===== config.mk =====
export PLATFORM = sky130hd
export DESIGN_NAME = vme_slave_address_decoder
export DESIGN_NICKNAME = d
export VERILOG_FILES = /design/src/hdl/bus_decode_pkg.sv /design/src/hdl/vme_slave_address_decoder.sv /design/src/hdl/pin_sync.sv
export SDC_FILE = /design/constraint.sdc
export NUM_CORES = 1
export LEC_CHECK = 0
export BUFFER_PORTS_ARGS = -buffer_cell sky130_fd_sc_hd__buf_4
export CORE_ASPECT_RATIO = 2
export CORE_MARGIN = 1.5
export CORE_UTILIZATION = 52
export DETAILED_ROUTE_END_ITERATION = 10
export PLACE_DENSITY = 0.78
export SYNTH_ARGS = -nofsm -noshare
export SYNTH_HDL_FRONTEND = slang
export SYNTH_SLANG_ARGS = --single-unit

===== constraint.sdc =====
create_clock -name sys_clk -period 1.93 [get_ports sys_clk]
set_input_delay 0.0965 -clock sys_clk [delete_from_list [all_inputs] [get_ports sys_clk]]
set_output_delay 0.0965 -clock sys_clk [all_outputs]
set_load 0.02 [all_outputs]

===== src/hdl/bus_decode_pkg.sv =====
// Constants for the backplane slave address decoder.
// Assumes a single 50 MHz clock; host bus pins arrive asynchronously.
// Contract
// - Four address bits match board identifier
// - Node memory only via extended addressing
// - Memory fields: bit31, id, node, bank, word
// - Short accesses need matching area qualifier
// - Node register: id match, bit7 low
// - Board register: bit7 high, four words used
// - Broadcast: qualifier match, id bits zero
// - Three broadcast words shared by all boards
// - Qualifiers programmable, defaults F and E
// - Only 32-bit transfers are accepted; interrupt acknowledge at any width
// - Board never requests bus mastership
// - Interrupt acknowledge returns 8-bit vector
// - Board words: config, vector, link, memory
package bus_decode_pkg;
    localparam logic [3:0] REG_QUAL_DEFAULT   = 4'hf;   // Register-area qualifier
    localparam logic [3:0] BCAST_QUAL_DEFAULT = 4'he;   // Broadcast-area qualifier
    localparam int EXT_MARK_BIT  = 31;   // Must be set in memory area
    localparam int EXT_ID_HI     = 30;
    localparam int EXT_ID_LO     = 27;
    localparam int EXT_NODE_HI   = 26;
    localparam int EXT_NODE_LO   = 25;
    localparam int EXT_BANK_BIT  = 24;   // Low selects SRAM
    localparam int EXT_WORD_HI   = 23;
    localparam int EXT_WORD_LO   = 2;
    localparam int SH_QUAL_HI    = 15;
    localparam int SH_QUAL_LO    = 12;
    localparam int SH_ID_HI      = 11;
    localparam int SH_ID_LO      = 8;
    localparam int SH_BOARD_BIT  = 7;
    localparam int SH_NODE_HI    = 6;
    localparam int SH_NODE_LO    = 5;
    localparam int SH_REG_HI     = 4;
    localparam int SH_REG_LO     = 2;
    localparam logic [3:0] BCAST_ID_ZERO = 4'h0;
    // Board register words
    localparam logic [2:0] BRD_CONFIG = 3'h0;   // Byte address 0x80
    localparam logic [2:0] BRD_VECTOR = 3'h1;
    localparam logic [2:0] BRD_LINK   = 3'h2;
    localparam logic [2:0] BRD_MEMLD  = 3'h3;
    localparam logic [2:0] BRD_LAST   = 3'h3;
    // Broadcast words
    localparam logic [2:0] BC_WRITE   = 3'h0;
    localparam logic [2:0] BC_READ    = 3'h1;
    localparam logic [2:0] BC_INTERRO = 3'h2;
    localparam logic [2:0] BC_LAST    = 3'h2;
    localparam logic [7:0] VECTOR_RESET = 8'h00;
    typedef enum logic [2:0] {
        AREA_NONE, AREA_MEMORY, AREA_NODE_REG, AREA_BOARD_REG, AREA_BROADCAST
    } area_type;
    typedef enum { ST_IDLE, ST_ACK, ST_WAIT_END } cyc_state_type;
endpackage


===== src/hdl/vme_slave_address_decoder.sv =====
// Backplane slave address decoder: splits host cycles into four areas.
// Assumes host strobes and address come straight from backplane pins.
`timescale 1ns/1ps
module vme_slave_address_decoder
    import bus_decode_pkg::*;
#(
    parameter logic [3:0] REG_QUAL   = REG_QUAL_DEFAULT,
    parameter logic [3:0] BCAST_QUAL = BCAST_QUAL_DEFAULT
) (
    // Clock and reset
    input  wire logic        sys_clk,
    input  wire logic        rst_b,
    // Board strap
    input  wire logic [3:0]  board_identifier,
    // Host cycle pins
    input  wire logic [31:0] host_addr,
    input  wire logic        host_addr_ext,      // 1 extended, 0 short
    input  wire logic        host_strobe_b,      // Address strobe, active low
    input  wire logic        host_long_word,     // 1 when 32-bit transfer
    input  wire logic        host_write,         // 1 write, 0 read
    input  wire logic        host_iack_b,        // Interrupt acknowledge
    // Node side requests
    input  wire logic        irq_request,        // Raise backplane interrupt
    input  wire logic        node_done,          // Target finished access
    // Decoded selects
    output logic             mem_sel,
    output logic [1:0]       mem_node,
    output logic             mem_dram,
    output logic [21:0]      mem_word,
    output logic             node_reg_sel,
    output logic [1:0]       node_reg_node,
    output logic [2:0]       reg_word,
    output logic             board_reg_sel,
    output logic             bcast_sel,
    output logic             access_write,
    // Board register strobes
    output logic             cfg_wr,
    output logic             vector_wr,
    output logic             link_load_wr,
    output logic             mem_load_wr,
    input  wire logic [7:0]  vector_wdata,
    // Host answers
    output logic             host_ack,
    output logic             host_err,
    output logic [7:0]       iack_vector,
    output logic             irq_out,
    output logic             bus_request         // Never asserted
);
    // Synchronised pins
    logic [31:0] addr_s;
    logic [4:0]  ctl_s;
    logic        ext_s, strobe_s, long_s, write_s, iack_s;
    area_type    area_d;                         // Combinational decode
    cyc_state_type state_q;
    logic [7:0]  vector_q;                       // Stored interrupt vector
    logic        irq_q;
    logic        iack_active_q;

    pin_sync #(.WIDTH(32)) u_addr_sync (
        .sys_clk  (sys_clk),
        .rst_b    (rst_b),
        .async_in (host_addr),
        .sync_out (addr_s)
    );
    pin_sync #(.WIDTH(5)) u_ctl_sync (
        .sys_clk  (sys_clk),
        .rst_b    (rst_b),
        .async_in ({host_addr_ext, ~host_strobe_b, host_long_word,
                    host_write, ~host_iack_b}),
        .sync_out (ctl_s)
    );
    assign ext_s    = ctl_s[4];
    assign strobe_s = ctl_s[3];
    assign long_s   = ctl_s[2];
    assign write_s  = ctl_s[1];
    assign iack_s   = ctl_s[0];

    // Board identifier strap is a pin too; caught through sync below
    logic [3:0] id_meta_q, id_q;
    always_ff @(posedge sys_clk) begin
        if (!rst_b) begin
            id_meta_q <= 4'h0;
            id_q      <= 4'h0;
        end else begin
            id_meta_q <= board_identifier;
            id_q      <= id_meta_q;
        end
    end

    // Area decode shared by sequencer, select and acknowledge logic
    function automatic area_type decode_area(input logic [31:0] a, input logic ext,
                                             input logic [3:0] id);
        area_type r;
        r = AREA_NONE;
        if (ext) begin
            // Extended: memory area only
            if (a[EXT_MARK_BIT] && a[EXT_ID_HI:EXT_ID_LO] == id)
                r = AREA_MEMORY;
        end else if (a[SH_QUAL_HI:SH_QUAL_LO] == REG_QUAL) begin
            if (a[SH_ID_HI:SH_ID_LO] == id) begin
                if (!a[SH_BOARD_BIT])
                    r = AREA_NODE_REG;
                else if (a[SH_REG_HI:SH_REG_LO] <= BRD_LAST)
                    r = AREA_BOARD_REG;
            end
        end else if (a[SH_QUAL_HI:SH_QUAL_LO] == BCAST_QUAL) begin
            // Ignores node and board bits; same on every board
            if (a[SH_ID_HI:SH_ID_LO] == BCAST_ID_ZERO &&
                a[SH_REG_HI:SH_REG_LO] <= BC_LAST)
                r = AREA_BROADCAST;
        end
        return r;
    endfunction

    always_comb begin
        area_d = decode_area(addr_s, ext_s, id_q);
    end

    // Cycle sequencer: one acknowledge per strobe
    always_ff @(posedge sys_clk) begin
        if (!rst_b) begin
            state_q <= ST_IDLE;
        end else begin
            case (state_q)
                ST_IDLE: begin
                    if (strobe_s && !iack_s && area_d != AREA_NONE)
                        state_q <= ST_ACK;
                    else if (strobe_s)
                        state_q <= ST_WAIT_END;   // Foreign or iack, stay quiet
                end
                ST_ACK: begin
                    if (node_done || !long_s || area_d != AREA_MEMORY)
                        state_q <= ST_WAIT_END;
                end
                ST_WAIT_END: begin
                    if (!strobe_s)
                        state_q <= ST_IDLE;
                end
                default: state_q <= ST_IDLE;
            endcase
        end
    end

    // Registered select outputs, held through the access
    always_ff @(posedge sys_clk) begin
        if (!rst_b) begin
            mem_sel       <= 1'b0;
            mem_node      <= 2'h0;
            mem_dram      <= 1'b0;
            mem_word      <= 22'h0;
            node_reg_sel  <= 1'b0;
            node_reg_node <= 2'h0;
            reg_word      <= 3'h0;
            board_reg_sel <= 1'b0;
            bcast_sel     <= 1'b0;
            access_write  <= 1'b0;
        end else if (state_q == ST_IDLE && strobe_s && !iack_s && long_s) begin
            mem_sel       <= area_d == AREA_MEMORY;
            mem_node      <= addr_s[EXT_NODE_HI:EXT_NODE_LO];
            mem_dram      <= addr_s[EXT_BANK_BIT];
            mem_word      <= addr_s[EXT_WORD_HI:EXT_WORD_LO];
            node_reg_sel  <= area_d == AREA_NODE_REG;
            node_reg_node <= addr_s[SH_NODE_HI:SH_NODE_LO];
            reg_word      <= addr_s[SH_REG_HI:SH_REG_LO];
            board_reg_sel <= area_d == AREA_BOARD_REG;
            bcast_sel     <= area_d == AREA_BROADCAST;
            access_write  <= write_s;
        end else if (state_q == ST_WAIT_END && !strobe_s) begin
            mem_sel       <= 1'b0;
            node_reg_sel  <= 1'b0;
            board_reg_sel <= 1'b0;
            bcast_sel     <= 1'b0;
        end
    end

    // Board register write strobes, one cycle each
    always_ff @(posedge sys_clk) begin
        if (!rst_b) begin
            cfg_wr       <= 1'b0;
            vector_wr    <= 1'b0;
            link_load_wr <= 1'b0;
            mem_load_wr  <= 1'b0;
        end else begin
            cfg_wr       <= 1'b0;
            vector_wr    <= 1'b0;
            link_load_wr <= 1'b0;
            mem_load_wr  <= 1'b0;
            if (state_q == ST_ACK && board_reg_sel && access_write) begin
                case (reg_word)
                    BRD_CONFIG: cfg_wr       <= 1'b1;
                    BRD_VECTOR: vector_wr    <= 1'b1;
                    BRD_LINK:   link_load_wr <= 1'b1;
                    BRD_MEMLD:  mem_load_wr  <= 1'b1;
                    default:    cfg_wr       <= 1'b0;
                endcase
            end
        end
    end

    // Interrupt vector register, written at word 1
    always_ff @(posedge sys_clk) begin
        if (!rst_b)
            vector_q <= VECTOR_RESET;
        else if (state_q == ST_ACK && board_reg_sel && access_write &&
                 reg_word == BRD_VECTOR)
            vector_q <= vector_wdata;
    end

    // Interrupt line and acknowledge vector
    always_ff @(posedge sys_clk) begin
        if (!rst_b) begin
            irq_q         <= 1'b0;
            iack_active_q <= 1'b0;
            iack_vector   <= VECTOR_RESET;
        end else begin
            iack_active_q <= iack_s && strobe_s && irq_q && state_q == ST_IDLE;
            if (irq_request)
                irq_q <= 1'b1;                                    // Set wins over clear
            else if (iack_active_q)
                irq_q <= 1'b0;
            if (iack_s && strobe_s && irq_q && state_q == ST_IDLE)
                iack_vector <= vector_q;
        end
    end
    assign irq_out = irq_q;

    // Host acknowledge: data/vector or memory completion
    assign host_ack = (state_q == ST_ACK && long_s &&
                       (area_d != AREA_MEMORY || node_done)) || iack_active_q;
    assign host_err = state_q == ST_ACK && !long_s;
    assign bus_request = 1'b0;
endmodule


===== src/hdl/pin_sync.sv =====
// Two-flop synchroniser for a bundle of backplane inputs.
// Assumes inputs are asynchronous to sys_clk.
`timescale 1ns/1ps
module pin_sync
    import bus_decode_pkg::*;
#(
    parameter int WIDTH = 1
) (
    // Clock and reset
    input  wire logic             sys_clk,
    input  wire logic             rst_b,
    // Data
    input  wire logic [WIDTH-1:0] async_in,
    output logic      [WIDTH-1:0] sync_out
);
    logic [WIDTH-1:0] meta_q;   // First stage, read only by second

    // Two-stage capture
    always_ff @(posedge sys_clk) begin
        if (!rst_b) begin
            meta_q   <= '0;
            sync_out <= '0;
        end else begin
            meta_q   <= async_in;
            sync_out <= meta_q;
        end
    end
endmodule


==> metrics.txt, run 1 <==
Static Leak 2.77 nW; Setup CP Type reg -> out; TritonCTS buffer count 17; Total Wirelength 8.95 mm; R2R Setup Slk 0.27 ns; critical path arrival 1.66 ns; R2R Path Start u_addr_sync.sync_out[9]; Fmax achieved 568 MHz; fill cell count 509; first-pass GRT wire length 14.2 mm; post-layout util 78.0%; cells after synthesis 420; Antenna Nets Post-Route 0; register area 0.00264 mm²; worst hold path class in -> reg; Sink Count 132; total negative slack 0 ns; total number of vias 3256; largest net degree at the start of global routing 43; first drt pass iteration count 5; row count 46; critical path endpoint category primary output; initial drt markers 166; Slew Limit Fails 0; initial antenna violation count 0; CP max stage delay 0.35 ns; Placed Cells incl. Taps 596; GRT Total Usage 21.4%; Layout Nets 620; RR Endpoint state_q[1]; Tcrit/Tclk final 91.3%; DRC viols 0; Post-DP HPWL 5.49 mm; Via density 4.82; syn avg cell area 10.2 µm²; total grt overflow 0; worst-skew pair later-pin latency 0.41 ns; Routed wire per std cell 13.2 µm; max_cap viols 0; RSZ-0062 raised after global routing false; fin crit period 1.76 ns; initial core utilization 53.8%; clock slew at reported path FFs 0.06 ns; Die Width 67.1 µm; Min-Delay Startpoint rst_b; net count after synthesis 473; Worst Path Max Fanout 5; hold path cells 2; Die Ht 131 µm; final setup vio count 0; Max Buffers Root-to-Sink 2; Clock Tree Root clkbuf_16; top cell type's share of synthesized area 61.8%; CP required 1.83 ns; layout cells sized above 1 25.3%; Die Area 0.00881 mm²; antenna cells 0; Worst Skew 0.00914 ns; Final Hold Fails 0; number of distinct library cells after synthesis 40; Critical-path top delay cell dfxtp_1; Ports 104; P per Cell Area 1050 mW/mm²; Ys Warns 0; Placer Congestion 0.827; Hold Path Sink u_addr_sync.meta_q[18]; post-synthesis sequential area ratio 61.8%; Area contributors post-synth dfxtp_1, and2_1, nand2_1, mux2i_1, a21oi_1; status completed; Hold WS 0.102 ns; non-filler cells, final 676; # H-tree levels 4; CTS tree built; port bufs 100; core outline area 0.00794 mm²; netlist area before placement 0.00427 mm²; P&R area growth vs syn 45.0%; largest area contributor in the netlist dfxtp_1; post-synthesis register bit count 132; Multi-input gate area 0.00149 mm²; Setup crit start kind flip-flop; Max IR drop VDD 900 µV; number of global-route vias before repair 3232; R2R depth 4; CP Cell Sequence xnor2_1 -> and3_1 -> nand3b_1 -> a31o_2 -> buf_4
-- cell type report --
class / instances / area share (%)
flip-flops and latches: 132 / 42.6
multi-input cells: 257 / 24.1
repair buffers: 156 / 20.8
clock buffers: 18 / 7.09
clock inverters: 14 / 3.25
well taps: 96 / 1.94
inverters: 3 / 0.182
-- cell usage in the layout, fill, tap and decap left out, drive strengths merged, types with 6 or more instances in the layout --
cell,count
and2,76
inv,6
nand2,59
xor2,7
nor2,28
dlygate4sd3,48
clkbuf,18
buf,108
dfxtp,132
a21oi,29
mux2i,16
-- sequential cells by signal, summed over array words and instances, names as in the netlist, 2 cells and up --
name                  count
u_addr_sync.sync_out     30
mem_node                  2
id_q                      4
u_ctl_sync.meta_q         5
iack_vector               8
id_meta_q                 4
state_q                   2
u_ctl_sync.sync_out       5
mem_word                 22
u_addr_sync.meta_q       30
vector_q                  8
-- cells in the mapped netlist --
cell / n
nand2_1: 59
buf_4: 6
nand4b_1: 2
dfxtp_1: 132
o31ai_1: 1
nor3b_1: 1
buf_2: 4
and2_1: 76
nor4bb_1: 1
or3b_2: 1
o21ai_0: 1
nand3_1: 3
or4_4: 1
inv_2: 1
nand2b_1: 1
xnor2_1: 1
and3b_1: 1
a21oi_1: 29
a31o_2: 1
nor4_1: 1
a211o_1: 1
a22oi_1: 1
inv_1: 2
xor2_1: 7
a31oi_1: 2
nor2_1: 28
o31a_1: 1
o41ai_2: 1
a221oi_1: 1
nand4_1: 2
conb_1: 1
nor4_4: 1
nand3b_1: 3
mux2i_1: 16
o21bai_1: 1
nor3_1: 3
clkbuf_1: 18
a32oi_1: 1
and3_1: 2
nor2b_1: 5
-- worst max-delay path by stage --
stage | slack, ns | cells after the start | to | start
floorplan | 0.38 | 4 | state_q[1] | u_addr_sync.sync_out[9]
global placement | 0.34 | 4 | state_q[1] | u_addr_sync.sync_out[9]
detailed placement | 0.29 | 4 | state_q[1] | u_addr_sync.sync_out[9]
CTS | 0.11 | 5 | host_ack | id_q[3]
global route | 0.04 | 5 | host_ack | id_q[0]
finish | 0.17 | 5 | host_ack | id_q[0]
-- worst max-delay path, delay by kind of cell, from the launching register on --
family	cells	cell delay (ns)
flops	1	0.35
xor+xnor	1	0.12
buf+inv	1	0.15
simple gates	2	0.39
compound gates	1	0.24
-- power breakdown --
part           switching, mW  internal, mW  leakage (nW)
clock network           1.17          2.21         0.307
logic                  0.114         0.194          1.39
registers             0.0323          2.81          1.08
total                   1.31          5.21          2.77
-- kinds of logic after synthesis --
group	share of synthesized area, %
xor gates and xnor gates	1.64
AOI/OAI and AO/OA	5.74
buffers and inverters	3.37
muxes	3.75
and+or+nand+nor	23.6
other	0.0877
DFF	61.8
-- metal layers --
layer	vias up	wire (µm)	global-route usage [%]	share of wire [%]
li1	1645	-	-	-
met1	1496	3180	18.7	36
met2	98	5190	40.3	58
met3	17	399	6.93	4.5
met4	0	188	10.5	2.1
met5	-	0	0	0
-- metrics by stage --
step	worst slack [ns]	cell area (µm²)	total power [mW]
final	0.169	6200	6.52
after global routing	0.0437	6200	6.73
after CTS	0.108	6190	6.58
after detailed placement	0.293	5070	3.12
after global placement	0.336	5070	3.11
after floorplan	0.380	4270	3.01
-- what timing repair did --
item | CTS | global route
endpoints found under the setup margin | 0 | 1
setup buffers | 0 | 0
hold endpoints to repair | 48 | 0
hold buffers | 48 | 0
resized for setup | 0 | 1
Note: power is estimated with default switching activity, not from simulation.
==> run 2: changes to the inputs <==
- CELL_PAD_IN_SITES_DETAIL_PLACEMENT: default -> 1
- CELL_PAD_IN_SITES_GLOBAL_PLACEMENT: default -> 1
- CORE_UTILIZATION: 52 -> 40
- PLACE_DENSITY: 0.78 -> default
- PLACE_DENSITY_LB_ADDON: default -> 0.1
- SKIP_LAST_GASP: default -> 1
==> run 2 against run 1 <==
Via count is 1.6% higher. Sequential power hardly changed. Sequential share of layout area hardly changed. Worst hold slack worse by 0.0015 ns. Non-clock buffer count is 3 higher. Clock skew hardly changed. Design area stayed put. Count of clock-buffer cells in the layout is 1 lower.
==> metrics.txt, run 2 (synthesis results as in run 1) <==
status completed; Clock Tree Root clkbuf_16; final setup vio count 0; Max Buffers Root-to-Sink 2; most frequent cells in the layout dfxtp_1, buf_4, and2_1; TritonCTS buffer count 17; row count 53; P per Cell Area 1000 mW/mm²; # H-tree levels 4; worst-skew pair later-pin latency 0.41 ns; Worst Path Max Fanout 4; Placed Cells incl. Taps 638; top layer used by detailed routing met4; CP required 1.83 ns; port bufs 100; Slew Limit Fails 0; CTS tree built; total grt overflow 0; Worst Setup EP host_ack; worst hold path class in -> reg; met2 wire length 5.86 mm; Sink Count 132; R2R depth 4; initial core utilization 40.8%; initial antenna violation count 0; largest net degree at the start of global routing 32; Max IR drop VDD 825 µV; core outline area 0.0105 mm²; Tcrit/Tclk final 95.2%; antenna cells 0; Die Area 0.0114 mm²; register area 0.00264 mm²; Via density 4.60; met3 wire len 293 µm; Die Width 76.1 µm; clock slew at reported path FFs 0.06 ns; critical path endpoint category primary output; R2R Path Start u_addr_sync.sync_out[9]; sum of routed wire segments on met1 3.88 mm; max_cap viols 0; P&R area growth vs syn 45.0%; DRC viols 0; critical path arrival 1.74 ns; Regs by FF count u_addr_sync.meta_q x30, u_addr_sync.sync_out x30, mem_word x22; first drt pass iteration count 6; Setup CP Type reg -> out; RR Endpoint state_q[1]; first-pass GRT wire length 16.7 mm; Multi-input gate area 0.00149 mm²; Static Leak 2.76 nW; Placer Congestion 0.804; Post-DP HPWL 6.67 mm; Setup crit start kind flip-flop; fin crit period 1.84 ns; commonest non-fill, non-tap cell in the layout dfxtp_1; Fmax achieved 544 MHz; non-filler cells, final 720; Layout Nets 623; initial drt markers 79; Total Wirelength 10.2 mm; CP Launch Point id_q[1]; Final Hold Fails 0; Hold WS 0.100 ns; layout cells sized above 1 25.9%; total number of vias 3309; R2R Setup Slk 0.29 ns; Worst Skew 0.00869 ns; Antenna Nets Post-Route 0; Ports 104; Routed wire per std cell 14.1 µm; Die Ht 149 µm; GRT Total Usage 18.9%; fill cell count 1179; number of global-route vias before repair 3544
[run 2: changes by cell type in the layout (fill, tap and decap cells not counted)]
cell,before,now
and3_1,2,1
and3_2,0,1
buf_4,108,111
bufinv_16,4,1
clkbuf_8,1,0
clkinv_2,1,3
clkinv_4,4,2
dfxtp_1,132,131
dfxtp_2,0,1
inv_6,3,5
inv_8,0,2
nor3_1,2,3
nor3_2,1,0
[run 2: power breakdown]
part	internal, mW	total (mW)	switching [mW]
clock network	1.80	3.04	1.23
registers	2.80	2.84	0.0330
logic	0.200	0.323	0.122
[run 2: critical path, stage by stage (launching register included)]
cell	delay [ns]
dfxtp_1	0.33
xor2_1	0.16
nor3_1	0.20
buf_4	0.17
nand3b_1	0.08
a31o_2	0.24
buf_4	0.15
[run 2: through the flow]
step	setup TNS, ns	instance area (µm²)	setup slack [ns]	power (mW)	util [%]
after floorplan	0	4270	0.380	3.01	-
after global placement	0	5130	0.300	3.13	49.0
after detailed placement	0	5130	0.282	3.14	49.0
after CTS	0	6180	0.0433	6.28	59.0
after global routing	-0.00730	6200	-0.00730	6.42	59.2
final	0	6200	0.0933	6.20	59.2
[run 2: worst min-delay path by stage]
stage	cells past startpoint	from	slack, ns	end
final	2	rst_b	0.10	u_addr_sync.meta_q[14]
after global routing	2	rst_b	0.11	u_addr_sync.meta_q[14]
after CTS	2	rst_b	0.09	u_addr_sync.meta_q[14]
after detailed placement	2	host_iack_b	0.26	u_ctl_sync.meta_q[0]
after global placement	2	host_iack_b	0.25	u_ctl_sync.meta_q[0]
after floorplan	1	host_iack_b	0.16	u_ctl_sync.meta_q[0]
[run 2: layout make-up]
type	instances	share of cell area [%]
tap	137	2.77
sequential	132	42.7
clock buffer	17	6.86
inverter	3	0.182
timing repair buffer	159	21.2
clock inverter	15	2.32
multi-input combinational	257	24.0
[run 2: timing repair]
item                       CTS  global route
hold endpoints to repair    48             0
hold buffers                48             0
gates resized for setup      0             2
buffers inserted             0             2
setup endpoints to repair    0             1
[run 2: metal layers]
layer	up-vias	track usage, %
met5	-	0
met4	0	8.24
met3	11	5.20
met2	71	36.9
met1	1577	18.1
li1	1650	-
==> run 3: changes to the inputs <==
- clock period: 1.93 -> 2.1 ns (I/O delays scaled with it)
==> run 3 against run 2 <==
Critical path depth unchanged. Count of clock-buffer cells in the layout up 3. Wire length decreased by 2.0%. Design area rose by 0.32%. Worst hold slack got worse by 0.039 ns. Combinational power decreased by 12%. Clock power about the same. Sequential share of layout area decreased by 0.16 points.
==> metrics.txt, run 3 (synthesis results as in run 1) <==
initial core utilization 40.8%; Setup crit start kind flip-flop; antenna cells 0; Regs by FF count u_addr_sync.meta_q x30, u_addr_sync.sync_out x30, mem_word x22; Bufs and invs on worst path 2; commonest non-fill, non-tap cell in the layout dfxtp_1; Crit path top cell by count buf_4; post-layout util 59.4%; total negative slack 0 ns; largest net degree at the start of global routing 57; Max IR drop VDD 666 µV; Tcrit/Tclk final 88.3%; Die Width 76.1 µm; Die Ht 149 µm; Critical-path top delay cell dfxtp_1; total number of vias 3283; Die Area 0.0114 mm²; Ports 104; Min-Delay Startpoint rst_b; Static Leak 2.77 nW; CP Cell Sequence xor2_1 -> nor3_1 -> buf_4 -> nand3b_1 -> a31o_2 -> buf_4; P&R area growth vs syn 45.5%; Placer Congestion 0.788; post-CTS setup buffer count 0; Layout Nets 619; first drt pass iteration count 4; RSZ-0062 raised after global routing false; hold path cells 2; layout cells sized above 1 24.9%; Final Hold Fails 0; worst-skew pair later-pin latency 0.41 ns; Fmax achieved 539 MHz; DRC viols 0; fill cell count 1177; Slew Limit Fails 0; final setup vio count 0; initial drt markers 70; total grt overflow 0; status completed; fin crit period 1.85 ns; Total Wirelength 9.97 mm; most frequent cells in the layout dfxtp_1, buf_4, and2_1; R2R Setup Slk 0.44 ns; port bufs 100; initial antenna violation count 0; Worst Skew 0.00772 ns; Max Buffers Root-to-Sink 2; Worst Path Max Fanout 5; CP required 2.00 ns; Clock Tree Root clkbuf_16; Via density 4.59; critical path arrival 1.75 ns; Routed wire per std cell 13.9 µm; number of global-route vias before repair 3472; TritonCTS buffer count 17; # H-tree levels 4; CP max stage delay 0.33 ns; R2R depth 4; Hold Path Sink u_addr_sync.meta_q[15]; Setup CP Type reg -> out; CTS tree built; core outline area 0.0105 mm²; RR Endpoint state_q[1]; max_cap viols 0; critical path endpoint category primary output; Post-DP HPWL 6.46 mm; worst hold path class in -> reg; R2R Path Start u_addr_sync.sync_out[9]; P per Cell Area 958 mW/mm²; Sink Count 132; first-pass GRT wire length 16.0 mm; clock slew at reported path FFs 0.06 ns; GRT Total Usage 18.1%; Antenna Nets Post-Route 0; Largest delay share family, worst path flip-flops; row count 53
[run 3: changes by cell type in the layout (fill, tap and decap cells not counted), sizes merged]
cell	before	now
inv	10	9
clkinv	5	3
clkinvlp	2	0
bufinv	1	3
buf	111	107
clkbuf	17	20
[run 3: per-layer routing]
metal  up-vias  share of wire (%)  global-route usage (%)
met2        76                 56                    35.0
met3        11                3.2                    5.02
li1       1646                  -                       -
met4         0                1.6                    6.76
met1      1550                 39                    18.3
met5         -                  0                       0
[run 3: how the worst max path moves through the flow]
stage	start	endpoint	slack [ns]	cells after the start
after floorplan	u_addr_sync.sync_out[9]	state_q[1]	0.55	4
after global placement	u_addr_sync.sync_out[9]	state_q[1]	0.47	4
after detailed placement	u_addr_sync.sync_out[9]	state_q[1]	0.45	4
after CTS	id_q[3]	host_ack	0.23	6
after global routing	id_q[3]	host_ack	0.16	6
final	id_q[3]	host_ack	0.25	6
[run 3: area by class of cell]
class                           count  area, µm²  area share [%]
Clock buffer                       20        457            7.34
Clock inverter                     12        165            2.66
Inverter                            3       11.3           0.181
Multi-Input combinational cell    257       1490            23.9
Sequential cell                   132       2640            42.5
Tap cell                          137        171            2.76
Timing Repair Buffer              155       1280            20.6
[run 3: power by group]
group,internal (mW),total (mW),switching (mW)
clock,1.96,3.06,1.11
combinational,0.178,0.285,0.107
sequential,2.58,2.61,0.0305
[run 3: worst register-to-register path, stage by stage, from the launching register on]
cell	delay [ns]
dfxtp_1	0.33
or4_4	0.55
nor4_4	0.24
a31oi_1	0.12
o31a_1	0.31
[run 3: metrics by stage]
| step | cell area (µm²) | total power [mW] | instances | worst slack (ns) | hold WS, ns |
|---|---|---|---|---|---|
| finish | 6220 | 5.96 | 716 | 0.246 | 0.0616 |
| global route | 6220 | 6.16 | 716 | 0.158 | 0.0659 |
| floorplan | 4270 | 2.77 | 420 | 0.550 | 0.172 |
| global placement | 5120 | 2.87 | 636 | 0.473 | 0.259 |
| CTS | 6220 | 6.01 | 716 | 0.231 | 0.0554 |
| detailed placement | 5120 | 2.88 | 636 | 0.452 | 0.268 |
[run 3: what timing repair did]
action                                 4_1_cts  5_1_grt
hold buffers                                48        0
gates resized for setup                      0        0
endpoints found under the hold margin       48        0
